**src/logic/adc_regs_consts.svh**
```systemverilog
`ifndef ADC_REGS_CONSTS_SVH
`define ADC_REGS_CONSTS_SVH

// ****************************************************************
// Register addresses
// ****************************************************************
`define ADDR_CONTROL 6'h01
`define ADDR_RESULT 6'h02
`define ADDR_PIN_CTRL 6'h03

// ****************************************************************
// Field positions
// ****************************************************************
`define CTRL_MCLK_LSB 0
`define CTRL_MODE_LSB 2
`define CTRL_PROP_BIT 6
`define CTRL_STBY_IND_BIT 8
`define CTRL_INT_P2_BIT 9
`define PIN_DIR_LSB 0
`define PIN_VAL_LSB 4

// ****************************************************************
// Reset values and write masks
// ****************************************************************
`define CTRL_RESET 16'h0000
`define PIN_RESET 16'h0000
`define RESULT_RESET 16'h0000
`define CTRL_WRITE_MASK 16'h037F
`define PIN_WRITE_MASK 16'h00FF

// ****************************************************************
// Operating mode codes
// ****************************************************************
`define MODE_IDLE 4'h4
`define MODE_GAIN_CAL 4'h8
`define MODE_DUTY 4'h9
`define MODE_SYNC_IDLE 4'hA
`define MODE_SYNC_STBY 4'hB
`define MODE_LAST_LEGAL 4'hB

// ****************************************************************
// Main clock selection codes
// ****************************************************************
`define MCLK_INT_OFF 2'h0
`define MCLK_INT_OUT 2'h1
`define MCLK_EXT 2'h2
`define MCLK_EXT_DIV2 2'h3

// ****************************************************************
// Duty cycle standby multipliers and serial frame counts
// ****************************************************************
`define SLEEP_MULT_QUARTER 20'h0_0003
`define SLEEP_MULT_SIXTEENTH 20'h0_000F
`define CMD_LAST_BIT 5'h07
`define FRAME_LAST_BIT 5'h17
`define FRAME_BITS 5'h18

`endif

```
**src/logic/adc_regs_pkg.sv**
```systemverilog
package adc_regs_pkg;

    typedef enum logic [1:0] {ST_RUN, ST_IDLE, ST_STANDBY, ST_GAIN_CAL} conv_state_t;

    typedef struct packed {
        logic wr;
        logic rd;
        logic [5:0] addr;
        logic [15:0] wdata;
    } host_req_t;

    typedef struct packed {
        logic [3:0] oe;
        logic [3:0] val;
    } pin_drive_t;

endpackage : adc_regs_pkg

```
**src/logic/adc_mode_clock_gpo_regs.sv**
```systemverilog
`timescale 1ns/1ns
`include "adc_regs_consts.svh"

// Contract
// - Mode 1000 runs gain calibration, then returns to idle by itself.
// - Mode 1001 alternates sequence conversion and standby by the duty ratio.
// - Mode 1010 converts one sequence per sync falling edge, then idles.
// - Mode 1011 converts one sequence per sync falling edge, then stands by.
// - Idle holds modulator and filter in reset, nothing else changes.
// - Clock select resets to 00: internal oscillator, clock pin not driven.
// - Clock select 01 runs internal oscillator and drives it on the pin.
// - Clock select 10 takes the main clock straight from the clock pin.
// - Clock select 11 divides the clock pin input by two.
// - Result register is read-only, resets to zero, holds latest conversion.
// - Output value bits 7..4 drive pins 4..1 when set as outputs.
// - Direction bits 3..0: zero keeps input function, one makes output.
// - Standby indicator enable makes pin 4 the standby output, top priority.
// - Interrupt routing to pin 2 overrides its other functions.
// - Pin control register resets to zero: all inputs, values low.
module adc_mode_clock_gpo_regs
    import adc_regs_pkg::*;
(
    input wire logic sys_clk,
    input wire logic resetn,
    input wire logic clkEn,
    input wire logic sclkPin,
    input wire logic csPinN,
    input wire logic mosiPin,
    output logic misoOut,
    output logic misoOe,
    input wire logic syncPinN,
    input wire logic oscClk,
    input wire logic clkPinIn,
    output logic clkPinOut,
    output logic clkPinOe,
    input wire logic intRequest,
    input wire logic convDone,
    input wire logic [15:0] convResult,
    input wire logic sequenceDone,
    input wire logic gainCalDone,
    output logic mainClk,
    output logic modulatorResetN,
    output logic standbyActive,
    output logic gainCalActive,
    output pin_drive_t pinDrive
);

    logic rstMeta_reg, rstSyncN_reg;
    logic [2:0] pinMeta_reg, pinSync_reg;
    logic syncLast_reg, extLast_reg, mainLast_reg;
    logic [15:0] ctrl_reg, ctrl_next;
    logic [15:0] pinCtrl_reg, pinCtrl_next;
    logic [15:0] result_reg, result_next;
    conv_state_t state_reg, state_next;
    logic [15:0] runCnt_reg, runCnt_next;
    logic [19:0] sleepCnt_reg, sleepCnt_next;
    logic divToggle_reg, divToggle_next;
    logic mainClk_next, clkPinOut_next, clkPinOe_next;
    logic modRstN_next, standby_next, gainCal_next;
    pin_drive_t pin_next;
    host_req_t hostReq;
    logic [15:0] readData;
    logic [3:0] curMode, newMode;
    logic [1:0] mclkSel;
    logic syncIn, oscIn, extIn, syncFall, extRise, mainTick;

    assign syncIn = pinSync_reg[2];
    assign oscIn = pinSync_reg[1];
    assign extIn = pinSync_reg[0];
    assign syncFall = ~syncIn & syncLast_reg;
    assign extRise = extIn & ~extLast_reg;
    assign mainTick = mainClk & ~mainLast_reg;
    assign curMode = ctrl_reg[`CTRL_MODE_LSB +: 4];
    assign newMode = hostReq.wdata[`CTRL_MODE_LSB +: 4];
    assign mclkSel = ctrl_reg[`CTRL_MCLK_LSB +: 2];

    function automatic logic isSyncMode(input logic [3:0] mode);
        return (mode == `MODE_SYNC_IDLE) || (mode == `MODE_SYNC_STBY);
    endfunction : isSyncMode

    function automatic conv_state_t entryState(input logic [3:0] mode);
        case (mode)
            `MODE_IDLE, `MODE_SYNC_IDLE: return ST_IDLE;
            `MODE_GAIN_CAL: return ST_GAIN_CAL;
            `MODE_SYNC_STBY: return ST_STANDBY;
            default: return ST_RUN;
        endcase
    endfunction : entryState

    function automatic logic [19:0] sleepSpan(input logic [15:0] run, input logic sixteenth);
        logic [19:0] mult;
        mult = sixteenth ? `SLEEP_MULT_SIXTEENTH : `SLEEP_MULT_QUARTER;
        return 20'(run) * mult;
    endfunction : sleepSpan

    // ****************************************************************
    // Reset release and pin synchronisers
    // ****************************************************************
    always_ff @(posedge sys_clk or negedge resetn) begin
        if (!resetn) begin
            rstMeta_reg <= 1'b0;
            rstSyncN_reg <= 1'b0;
        end else begin
            rstMeta_reg <= 1'b1;
            rstSyncN_reg <= rstMeta_reg;
        end
    end

    always_ff @(posedge sys_clk or negedge rstSyncN_reg) begin
        if (!rstSyncN_reg) begin
            pinMeta_reg <= 3'h4;
            pinSync_reg <= 3'h4;
            syncLast_reg <= 1'b1;
            extLast_reg <= 1'b0;
            mainLast_reg <= 1'b0;
        end else if (clkEn) begin
            pinMeta_reg <= {syncPinN, oscClk, clkPinIn};
            pinSync_reg <= pinMeta_reg;
            syncLast_reg <= syncIn;
            extLast_reg <= extIn;
            mainLast_reg <= mainClk;
        end
    end

    // ****************************************************************
    // Host port
    // ****************************************************************
    spi_host_port u_host_port (
        .sys_clk(sys_clk),
        .rstSyncN(rstSyncN_reg),
        .clkEn(clkEn),
        .sclkPin(sclkPin),
        .csPinN(csPinN),
        .mosiPin(mosiPin),
        .readData(readData),
        .hostReq(hostReq),
        .misoOut(misoOut),
        .misoOe(misoOe)
    );

    always_comb begin
        readData = 16'h0000;
        if (hostReq.addr == `ADDR_CONTROL) begin
            readData = ctrl_reg;
        end else if (hostReq.addr == `ADDR_RESULT) begin
            readData = result_reg;
        end else if (hostReq.addr == `ADDR_PIN_CTRL) begin
            readData = pinCtrl_reg;
        end
    end

    // ****************************************************************
    // Registers and conversion sequencing
    // ****************************************************************
    always_comb begin
        ctrl_next = ctrl_reg;
        pinCtrl_next = pinCtrl_reg;
        result_next = result_reg;
        state_next = state_reg;
        runCnt_next = runCnt_reg;
        sleepCnt_next = sleepCnt_reg;
        if (convDone) begin
            result_next = convResult;
        end
        unique case (state_reg)
            ST_RUN: begin
                if (mainTick && runCnt_reg != 16'hFFFF) begin
                    runCnt_next = runCnt_reg + 16'h0001;
                end
                if (sequenceDone) begin
                    if (curMode == `MODE_DUTY) begin
                        state_next = ST_STANDBY;
                        sleepCnt_next = sleepSpan(runCnt_reg, ctrl_reg[`CTRL_PROP_BIT]);
                    end else if (curMode == `MODE_SYNC_IDLE) begin
                        state_next = ST_IDLE;
                    end else if (curMode == `MODE_SYNC_STBY) begin
                        state_next = ST_STANDBY;
                    end
                end
            end
            ST_STANDBY: begin
                if (curMode == `MODE_DUTY) begin
                    if (sleepCnt_reg == 20'h0_0000) begin
                        state_next = ST_RUN;
                    end else if (mainTick) begin
                        sleepCnt_next = sleepCnt_reg - 20'h0_0001;
                    end
                end else if (syncFall && isSyncMode(curMode)) begin
                    state_next = ST_RUN;
                end
            end
            ST_IDLE: begin
                if (syncFall && isSyncMode(curMode)) begin
                    state_next = ST_RUN;
                end
            end
            ST_GAIN_CAL: begin
                if (gainCalDone) begin
                    state_next = ST_IDLE;
                    ctrl_next[`CTRL_MODE_LSB +: 4] = `MODE_IDLE;
                end
            end
        endcase
        if (hostReq.wr && hostReq.addr == `ADDR_CONTROL) begin
            ctrl_next = hostReq.wdata & `CTRL_WRITE_MASK;
            if (newMode > `MODE_LAST_LEGAL) begin
                ctrl_next[`CTRL_MODE_LSB +: 4] = curMode;
            end else begin
                state_next = entryState(newMode);
                runCnt_next = 16'h0000;
            end
        end
        if (hostReq.wr && hostReq.addr == `ADDR_PIN_CTRL) begin
            pinCtrl_next = hostReq.wdata & `PIN_WRITE_MASK;
        end
        if (state_next == ST_RUN && state_reg != ST_RUN) begin
            runCnt_next = 16'h0000;
        end
    end

    // ****************************************************************
    // Clock selection and output stages
    // ****************************************************************
    always_comb begin
        divToggle_next = extRise ? ~divToggle_reg : divToggle_reg;
        unique case (mclkSel)
            `MCLK_INT_OFF, `MCLK_INT_OUT: mainClk_next = oscIn;
            `MCLK_EXT: mainClk_next = extIn;
            `MCLK_EXT_DIV2: mainClk_next = divToggle_reg;
        endcase
        clkPinOut_next = oscIn;
        clkPinOe_next = (mclkSel == `MCLK_INT_OUT);
        modRstN_next = !(state_next == ST_IDLE || state_next == ST_STANDBY);
        standby_next = (state_next == ST_STANDBY);
        gainCal_next = (state_next == ST_GAIN_CAL);
        pin_next.oe = pinCtrl_next[`PIN_DIR_LSB +: 4];
        pin_next.val = pinCtrl_next[`PIN_VAL_LSB +: 4];
        if (ctrl_next[`CTRL_STBY_IND_BIT]) begin
            pin_next.oe[3] = 1'b1;
            pin_next.val[3] = standby_next;
        end
        if (ctrl_next[`CTRL_INT_P2_BIT]) begin
            pin_next.oe[1] = 1'b1;
            pin_next.val[1] = intRequest;
        end
    end

    always_ff @(posedge sys_clk or negedge rstSyncN_reg) begin
        if (!rstSyncN_reg) begin
            ctrl_reg <= `CTRL_RESET;
            pinCtrl_reg <= `PIN_RESET;
            result_reg <= `RESULT_RESET;
            state_reg <= ST_RUN;
            runCnt_reg <= 16'h0000;
            sleepCnt_reg <= 20'h0_0000;
            divToggle_reg <= 1'b0;
            mainClk <= 1'b0;
            clkPinOut <= 1'b0;
            clkPinOe <= 1'b0;
            modulatorResetN <= 1'b1;
            standbyActive <= 1'b0;
            gainCalActive <= 1'b0;
            pinDrive <= '0;
        end else if (clkEn) begin
            ctrl_reg <= ctrl_next;
            pinCtrl_reg <= pinCtrl_next;
            result_reg <= result_next;
            state_reg <= state_next;
            runCnt_reg <= runCnt_next;
            sleepCnt_reg <= sleepCnt_next;
            divToggle_reg <= divToggle_next;
            mainClk <= mainClk_next;
            clkPinOut <= clkPinOut_next;
            clkPinOe <= clkPinOe_next;
            modulatorResetN <= modRstN_next;
            standbyActive <= standby_next;
            gainCalActive <= gainCal_next;
            pinDrive <= pin_next;
        end
    end
endmodule : adc_mode_clock_gpo_regs

```
**src/logic/spi_host_port.sv**
```systemverilog
`timescale 1ns/1ns
`include "adc_regs_consts.svh"

module spi_host_port
    import adc_regs_pkg::*;
(
    input wire logic sys_clk,
    input wire logic rstSyncN,
    input wire logic clkEn,
    input wire logic sclkPin,
    input wire logic csPinN,
    input wire logic mosiPin,
    input wire logic [15:0] readData,
    output host_req_t hostReq,
    output logic misoOut,
    output logic misoOe
);

    logic [2:0] meta_reg;
    logic [2:0] sync_reg;
    logic sclkLast_reg;
    logic [4:0] bitCnt_reg, bitCnt_next;
    logic [23:0] shiftIn_reg, shiftIn_next;
    logic [15:0] shiftOut_reg, shiftOut_next;
    logic readFlag_reg, readFlag_next;
    logic miso_next, oe_next;
    host_req_t req_next;
    logic csN, sclk, mosi, sclkRise, sclkFall;

    assign csN = sync_reg[2];
    assign sclk = sync_reg[1];
    assign mosi = sync_reg[0];
    assign sclkRise = sclk & ~sclkLast_reg;
    assign sclkFall = ~sclk & sclkLast_reg;

    // ****************************************************************
    // Pin synchronisers
    // ****************************************************************
    always_ff @(posedge sys_clk or negedge rstSyncN) begin
        if (!rstSyncN) begin
            meta_reg <= 3'h6;
            sync_reg <= 3'h6;
            sclkLast_reg <= 1'b1;
        end else if (clkEn) begin
            meta_reg <= {csPinN, sclkPin, mosiPin};
            sync_reg <= meta_reg;
            sclkLast_reg <= sync_reg[1];
        end
    end

    // ****************************************************************
    // Frame engine
    // ****************************************************************
    always_comb begin
        bitCnt_next = bitCnt_reg;
        shiftIn_next = shiftIn_reg;
        shiftOut_next = shiftOut_reg;
        readFlag_next = readFlag_reg;
        miso_next = misoOut;
        oe_next = 1'b0;
        req_next = '0;
        if (csN) begin
            bitCnt_next = 5'h00;
            readFlag_next = 1'b0;
        end else begin
            if (hostReq.rd) begin
                readFlag_next = 1'b1;
                shiftOut_next = readData;
            end
            if (sclkRise && bitCnt_reg != `FRAME_BITS) begin
                shiftIn_next = {shiftIn_reg[22:0], mosi};
                bitCnt_next = bitCnt_reg + 5'h01;
                if (bitCnt_reg == `CMD_LAST_BIT && shiftIn_reg[6]) begin
                    req_next.rd = 1'b1;
                    req_next.addr = {shiftIn_reg[4:0], mosi};
                end
                if (bitCnt_reg == `FRAME_LAST_BIT && !shiftIn_reg[22]) begin
                    req_next.wr = 1'b1;
                    req_next.addr = shiftIn_reg[20:15];
                    req_next.wdata = {shiftIn_reg[14:0], mosi};
                end
            end
            if (sclkFall && readFlag_reg) begin
                miso_next = shiftOut_reg[15];
                shiftOut_next = {shiftOut_reg[14:0], 1'b0};
            end
            oe_next = readFlag_next;
        end
    end

    always_ff @(posedge sys_clk or negedge rstSyncN) begin
        if (!rstSyncN) begin
            bitCnt_reg <= 5'h00;
            shiftIn_reg <= 24'h00_0000;
            shiftOut_reg <= 16'h0000;
            readFlag_reg <= 1'b0;
            misoOut <= 1'b0;
            misoOe <= 1'b0;
            hostReq <= '0;
        end else if (clkEn) begin
            bitCnt_reg <= bitCnt_next;
            shiftIn_reg <= shiftIn_next;
            shiftOut_reg <= shiftOut_next;
            readFlag_reg <= readFlag_next;
            misoOut <= miso_next;
            misoOe <= oe_next;
            hostReq <= req_next;
        end
    end
endmodule : spi_host_port

```
**config.mk**
```make
export PLATFORM = sky130hd
export DESIGN_NAME = adc_mode_clock_gpo_regs
export DESIGN_NICKNAME = d
export VERILOG_FILES = /design/src/logic/adc_regs_pkg.sv /design/src/logic/adc_mode_clock_gpo_regs.sv /design/src/logic/spi_host_port.sv
export VERILOG_INCLUDE_DIRS = /design/src /design/src/logic
export SDC_FILE = /design/constraint.sdc
export NUM_CORES = 1
export LEC_CHECK = 0
export ABC_AREA = 1
export BUFFER_PORTS_ARGS = -buffer_cell sky130_fd_sc_hd__buf_2
export CAP_MARGIN = 0
export CORE_MARGIN = 5
export CORE_UTILIZATION = 67
export CTS_CLUSTER_SIZE = 14
export DETAILED_ROUTE_END_ITERATION = 12
export PLACE_DENSITY = 0.93
export REMOVE_ABC_BUFFERS = 1
export SKIP_CTS_REPAIR_TIMING = 1
export SLEW_MARGIN = 5
export SYNTH_ARGS = -nofsm -noshare
export SYNTH_HDL_FRONTEND = slang
export SYNTH_SLANG_ARGS = --single-unit
```
**constraint.sdc**
```tcl
create_clock -name sys_clk -period 11.3 [get_ports sys_clk]
set_clock_uncertainty 0.15 [all_clocks]
set_input_delay 1.13 -clock sys_clk [delete_from_list [all_inputs] [get_ports sys_clk]]
set_output_delay 1.13 -clock sys_clk [all_outputs]
set_load 0.005 [all_outputs]
```
==> impl_metrics.prom <==
# TYPE chip_impl_metric gauge
chip_impl_metric{name="synth.cell_area",unit="um2"} 9796
chip_impl_metric{name="remaining_drc_errors",unit=""} 0
chip_impl_metric{name="setup-violations-final",unit=""} 0
chip_impl_info{name="mostFrequentLayoutCell",value="sky130_fd_sc_hd__nand2_1"} 1
chip_impl_info{name="rsz0062_at_grt",value="no"} 1
chip_impl_metric{name="gp_routability_congestion",unit=""} 0.9005
chip_impl_info{name="synth-main-ff-cell",value="sky130_fd_sc_hd__dfrtp_1"} 1
chip_impl_info{name="root_buf_cell",value="sky130_fd_sc_hd__clkbuf_16"} 1
chip_impl_metric{name="clkLatencyLatePin",unit="ns"} 0.44
chip_impl_metric{name="post_route_cells_drive_above_1_share",unit="%"} 8.979
chip_impl_metric{name="routed-via-count",unit=""} 8681
chip_impl_metric{name="max-slew-margin-rel",unit="%"} 26.77
chip_impl_metric{name="worst_path_max_fanout",unit=""} 19
chip_impl_metric{name="nFillCells",unit=""} 1055
chip_impl_metric{name="count_of_boundary_i_o_pins",unit=""} 45
chip_impl_info{name="outcome",value="finished, final reports clean"} 1
chip_impl_info{name="critPathTopFamily",value="adder cells"} 1
chip_impl_info{name="cts_tree",value="done"} 1
chip_impl_metric{name="yosysWarnings",unit=""} 0
chip_impl_metric{name="final.setup.worst_slack",unit="ns"} 7.487
chip_impl_metric{name="cts_max_level",unit=""} 4
chip_impl_metric{name="max_ffs_per_register",unit=""} 23
chip_impl_info{name="hold_class",value="flip-flop to flip-flop"} 1
chip_impl_info{name="final_cell_mix",value="sky130_fd_sc_hd__nand2_1 (357), sky130_fd_sc_hd__inv_1 (172), sky130_fd_sc_hd__dfrtp_1 (154)"} 1
chip_impl_metric{name="cts_buffer_depth",unit=""} 2
chip_impl_metric{name="routed_wl",unit="um"} 23020
chip_impl_metric{name="wire_length_of_the_first_global_routing_pass",unit="um"} 39540
chip_impl_metric{name="power_leakage",unit="nW"} 5.268
chip_impl_metric{name="numPlacedInstances",unit=""} 1456
chip_impl_metric{name="synth_enable_flop_cells",unit=""} 0
chip_impl_metric{name="synthesis_to_layout_area_growth",unit="%"} 8.698
chip_impl_metric{name="grt.total_usage",unit="%"} 28.96
chip_impl_metric{name="max_cap_violations",unit=""} 0
chip_impl_metric{name="final.period_utilization",unit="%"} 33.74
chip_impl_metric{name="antennaDiodeCount",unit=""} 0
chip_impl_metric{name="critical_path_buf_inv_count",unit=""} 3
chip_impl_metric{name="final_cell_count_without_fillers",unit=""} 1487
chip_impl_metric{name="vias_in_the_first_global_route",unit=""} 8376
chip_impl_metric{name="ant_nets",unit=""} 0
chip_impl_metric{name="synth_cell_type_count",unit=""} 48
chip_impl_metric{name="final_core_utilization",unit="%"} 73.82
chip_impl_metric{name="route.detailed.wl_per_inst",unit="um"} 15.48
chip_impl_metric{name="overflow",unit=""} 0
chip_impl_metric{name="synth_async_sr_flop_share",unit="%"} 100.0
chip_impl_metric{name="final.min_clock_period",unit="ns"} 3.813
chip_impl_metric{name="syn_area_cell",unit="um2"} 7.756
chip_impl_info{name="cp_cell_sequence",value="nand2_1 -> o21ai_0 -> inv_1 -> nand2_1 -> inv_1 -> ha_1 -> fa_1 -> inv_1 -> fa_1 -> o21ai_0 -> nand2_1 -> nand2_1 -> nand2_1 -> nand3_1 -> nand3_1 -> a21oi_1"} 1
chip_impl_metric{name="netlist_instances",unit=""} 1263
chip_impl_metric{name="sink_count",unit=""} 164
chip_impl_metric{name="timing.fmax",unit="MHz"} 262.3
chip_impl_metric{name="timing_hold_violations_final",unit=""} 0
chip_impl_metric{name="dp_hpwl",unit="um"} 16070
chip_impl_metric{name="power_density",unit="nW/um2"} 145.1
chip_impl_metric{name="viasPerCell",unit=""} 5.838
chip_impl_metric{name="rows",unit=""} 44
chip_impl_info{name="crit_top_cell",value="sky130_fd_sc_hd__nand2_1"} 1
chip_impl_metric{name="dieHeight",unit="um"} 130.9
chip_impl_metric{name="grt_antenna_before_repair",unit=""} 0
chip_impl_metric{name="final_nets",unit=""} 1378
chip_impl_metric{name="tns",unit="ns"} 0
chip_impl_metric{name="port-buffer-count",unit=""} 44
chip_impl_info{name="timing.setup.critical_path_class",value="flip-flop to flip-flop"} 1
chip_impl_metric{name="tritoncts.num_buffers",unit=""} 17
chip_impl_info{name="start_kind",value="flip-flop"} 1
chip_impl_metric{name="pin_count_of_the_biggest_net_entering_global_routing",unit=""} 91
chip_impl_metric{name="post-place-ws",unit="ns"} 7.523
chip_impl_metric{name="core-area",unit="um2"} 14420
chip_impl_metric{name="critical-path-max-stage-delay",unit="ns"} 0.69
chip_impl_metric{name="seq_area_frac_synth",unit="%"} 42.01
chip_impl_metric{name="dr.pass1.iters",unit=""} 6
chip_impl_metric{name="timing.critical_path.arrival",unit="ns"} 4.02
chip_impl_metric{name="drt_iter0_drc",unit=""} 890
chip_impl_metric{name="dieWidth",unit="um"} 130.9
chip_impl_metric{name="cp_data_required_time",unit="ns"} 11.51
chip_impl_metric{name="flop_and_latch_count_out_of_synthesis",unit=""} 164
chip_impl_metric{name="cts.clk_slew.worst_paths",unit="ns"} 0.07
chip_impl_metric{name="finalMaxSlewViolations",unit=""} 0
chip_impl_metric{name="floorplan.initialDensity",unit="%"} 67.91
chip_impl_info{name="cpMaxStageDelayCell",value="sky130_fd_sc_hd__dfrtp_1"} 1
chip_impl_metric{name="fp.dieArea",unit="um2"} 17140
chip_impl_metric{name="design_power_total",unit="mW"} 1.545
chip_impl_metric{name="worst_ir_drop_vdd",unit="uV"} 138.8
chip_impl_info{name="endpoint_kind",value="flip-flop"} 1
chip_impl_metric{name="slew_of_the_pin_with_the_lowest_slew_margin",unit="ns"} 1.098
==> synth_stat cells, drive strengths merged, types with 8 or more instances <==
| cell type | count | area (um2) |
|---|---|---|
| ha | 31 | 387.9 |
| o22ai | 28 | 175.2 |
| a21oi | 65 | 325.3 |
| o21ai | 100 | 508.0 |
| buf | 21 | 133.9 |
| nand2 | 359 | 1358 |
| nor2 | 127 | 518.0 |
| dfrtp | 155 | 3879 |
| dfstp | 9 | 236.5 |
| fa | 27 | 540.5 |
| nand3 | 51 | 265.3 |
| inv | 175 | 659.4 |
| o211ai | 10 | 75.07 |
| clkbuf | 19 | 71.32 |
| nor3 | 15 | 75.07 |
| a22oi | 8 | 60.06 |
==> stage by stage <==
step / hold slack, ns / area [um2]
floorplan: 0.1812 / 9590
global placement: 0.1884 / 10080
detailed placement: 0.1926 / 10080
CTS: 0.2071 / 10650
global route: 0.2289 / 10650
finish: 0.2107 / 10650
==> cell families after synthesis <==
| logic type | share of synthesized area [%] |
|---|---|
| simple gates | 24.26 |
| flops | 42.01 |
| mux | 0.8047 |
| compound gates | 13.78 |
| fa+ha+maj | 9.478 |
| xor+xnor | 0.8047 |
| buf+inv | 8.826 |
| other cells | 0.03828 |
==> report_power, final <==
group,internal [mW],switching [mW]
Combinational,0.0923,0.194
Clock,0.312,0.248
Sequential,0.652,0.0474
==> metal layers <==
metal  vias up  wire (um)  GRT usage (%)
li1       4128          -              -
met1      4103       9333          36.24
met2       362      11320          49.08
met3        88       1262          4.837
met4         0       1105          13.97
met5         -          0              0
==> final timing paths <==
kind | start | endpoint | slack [ns] | cells past startpoint
hold reg to reg | rstMeta_reg | rstSyncN_reg | 0.21 | 0
max in group asynchronous | rstSyncN_reg | runCnt_reg[11] | 9.06 | 2
setup / recovery | ctrl_reg[6] | sleepCnt_reg[18] | 7.49 | 16
min in group asynchronous | resetn | rstSyncN_reg | 0.32 | 1
setup reg to reg | ctrl_reg[6] | sleepCnt_reg[18] | 7.49 | 16
hold / removal | rstMeta_reg | rstSyncN_reg | 0.21 | 0
==> area by class of cell <==
type	count	area [um2]	share of cell area [%]
multi-input cells	884	4816	45.23
flip-flops and latches	164	4119	38.68
inverters	175	659.4	6.193
clock buffers	19	442.9	4.160
repair buffers	49	257.7	2.421
well taps	184	230.2	2.162
clock inverters	12	122.6	1.152
Note: power is estimated with default switching activity, not from simulation.
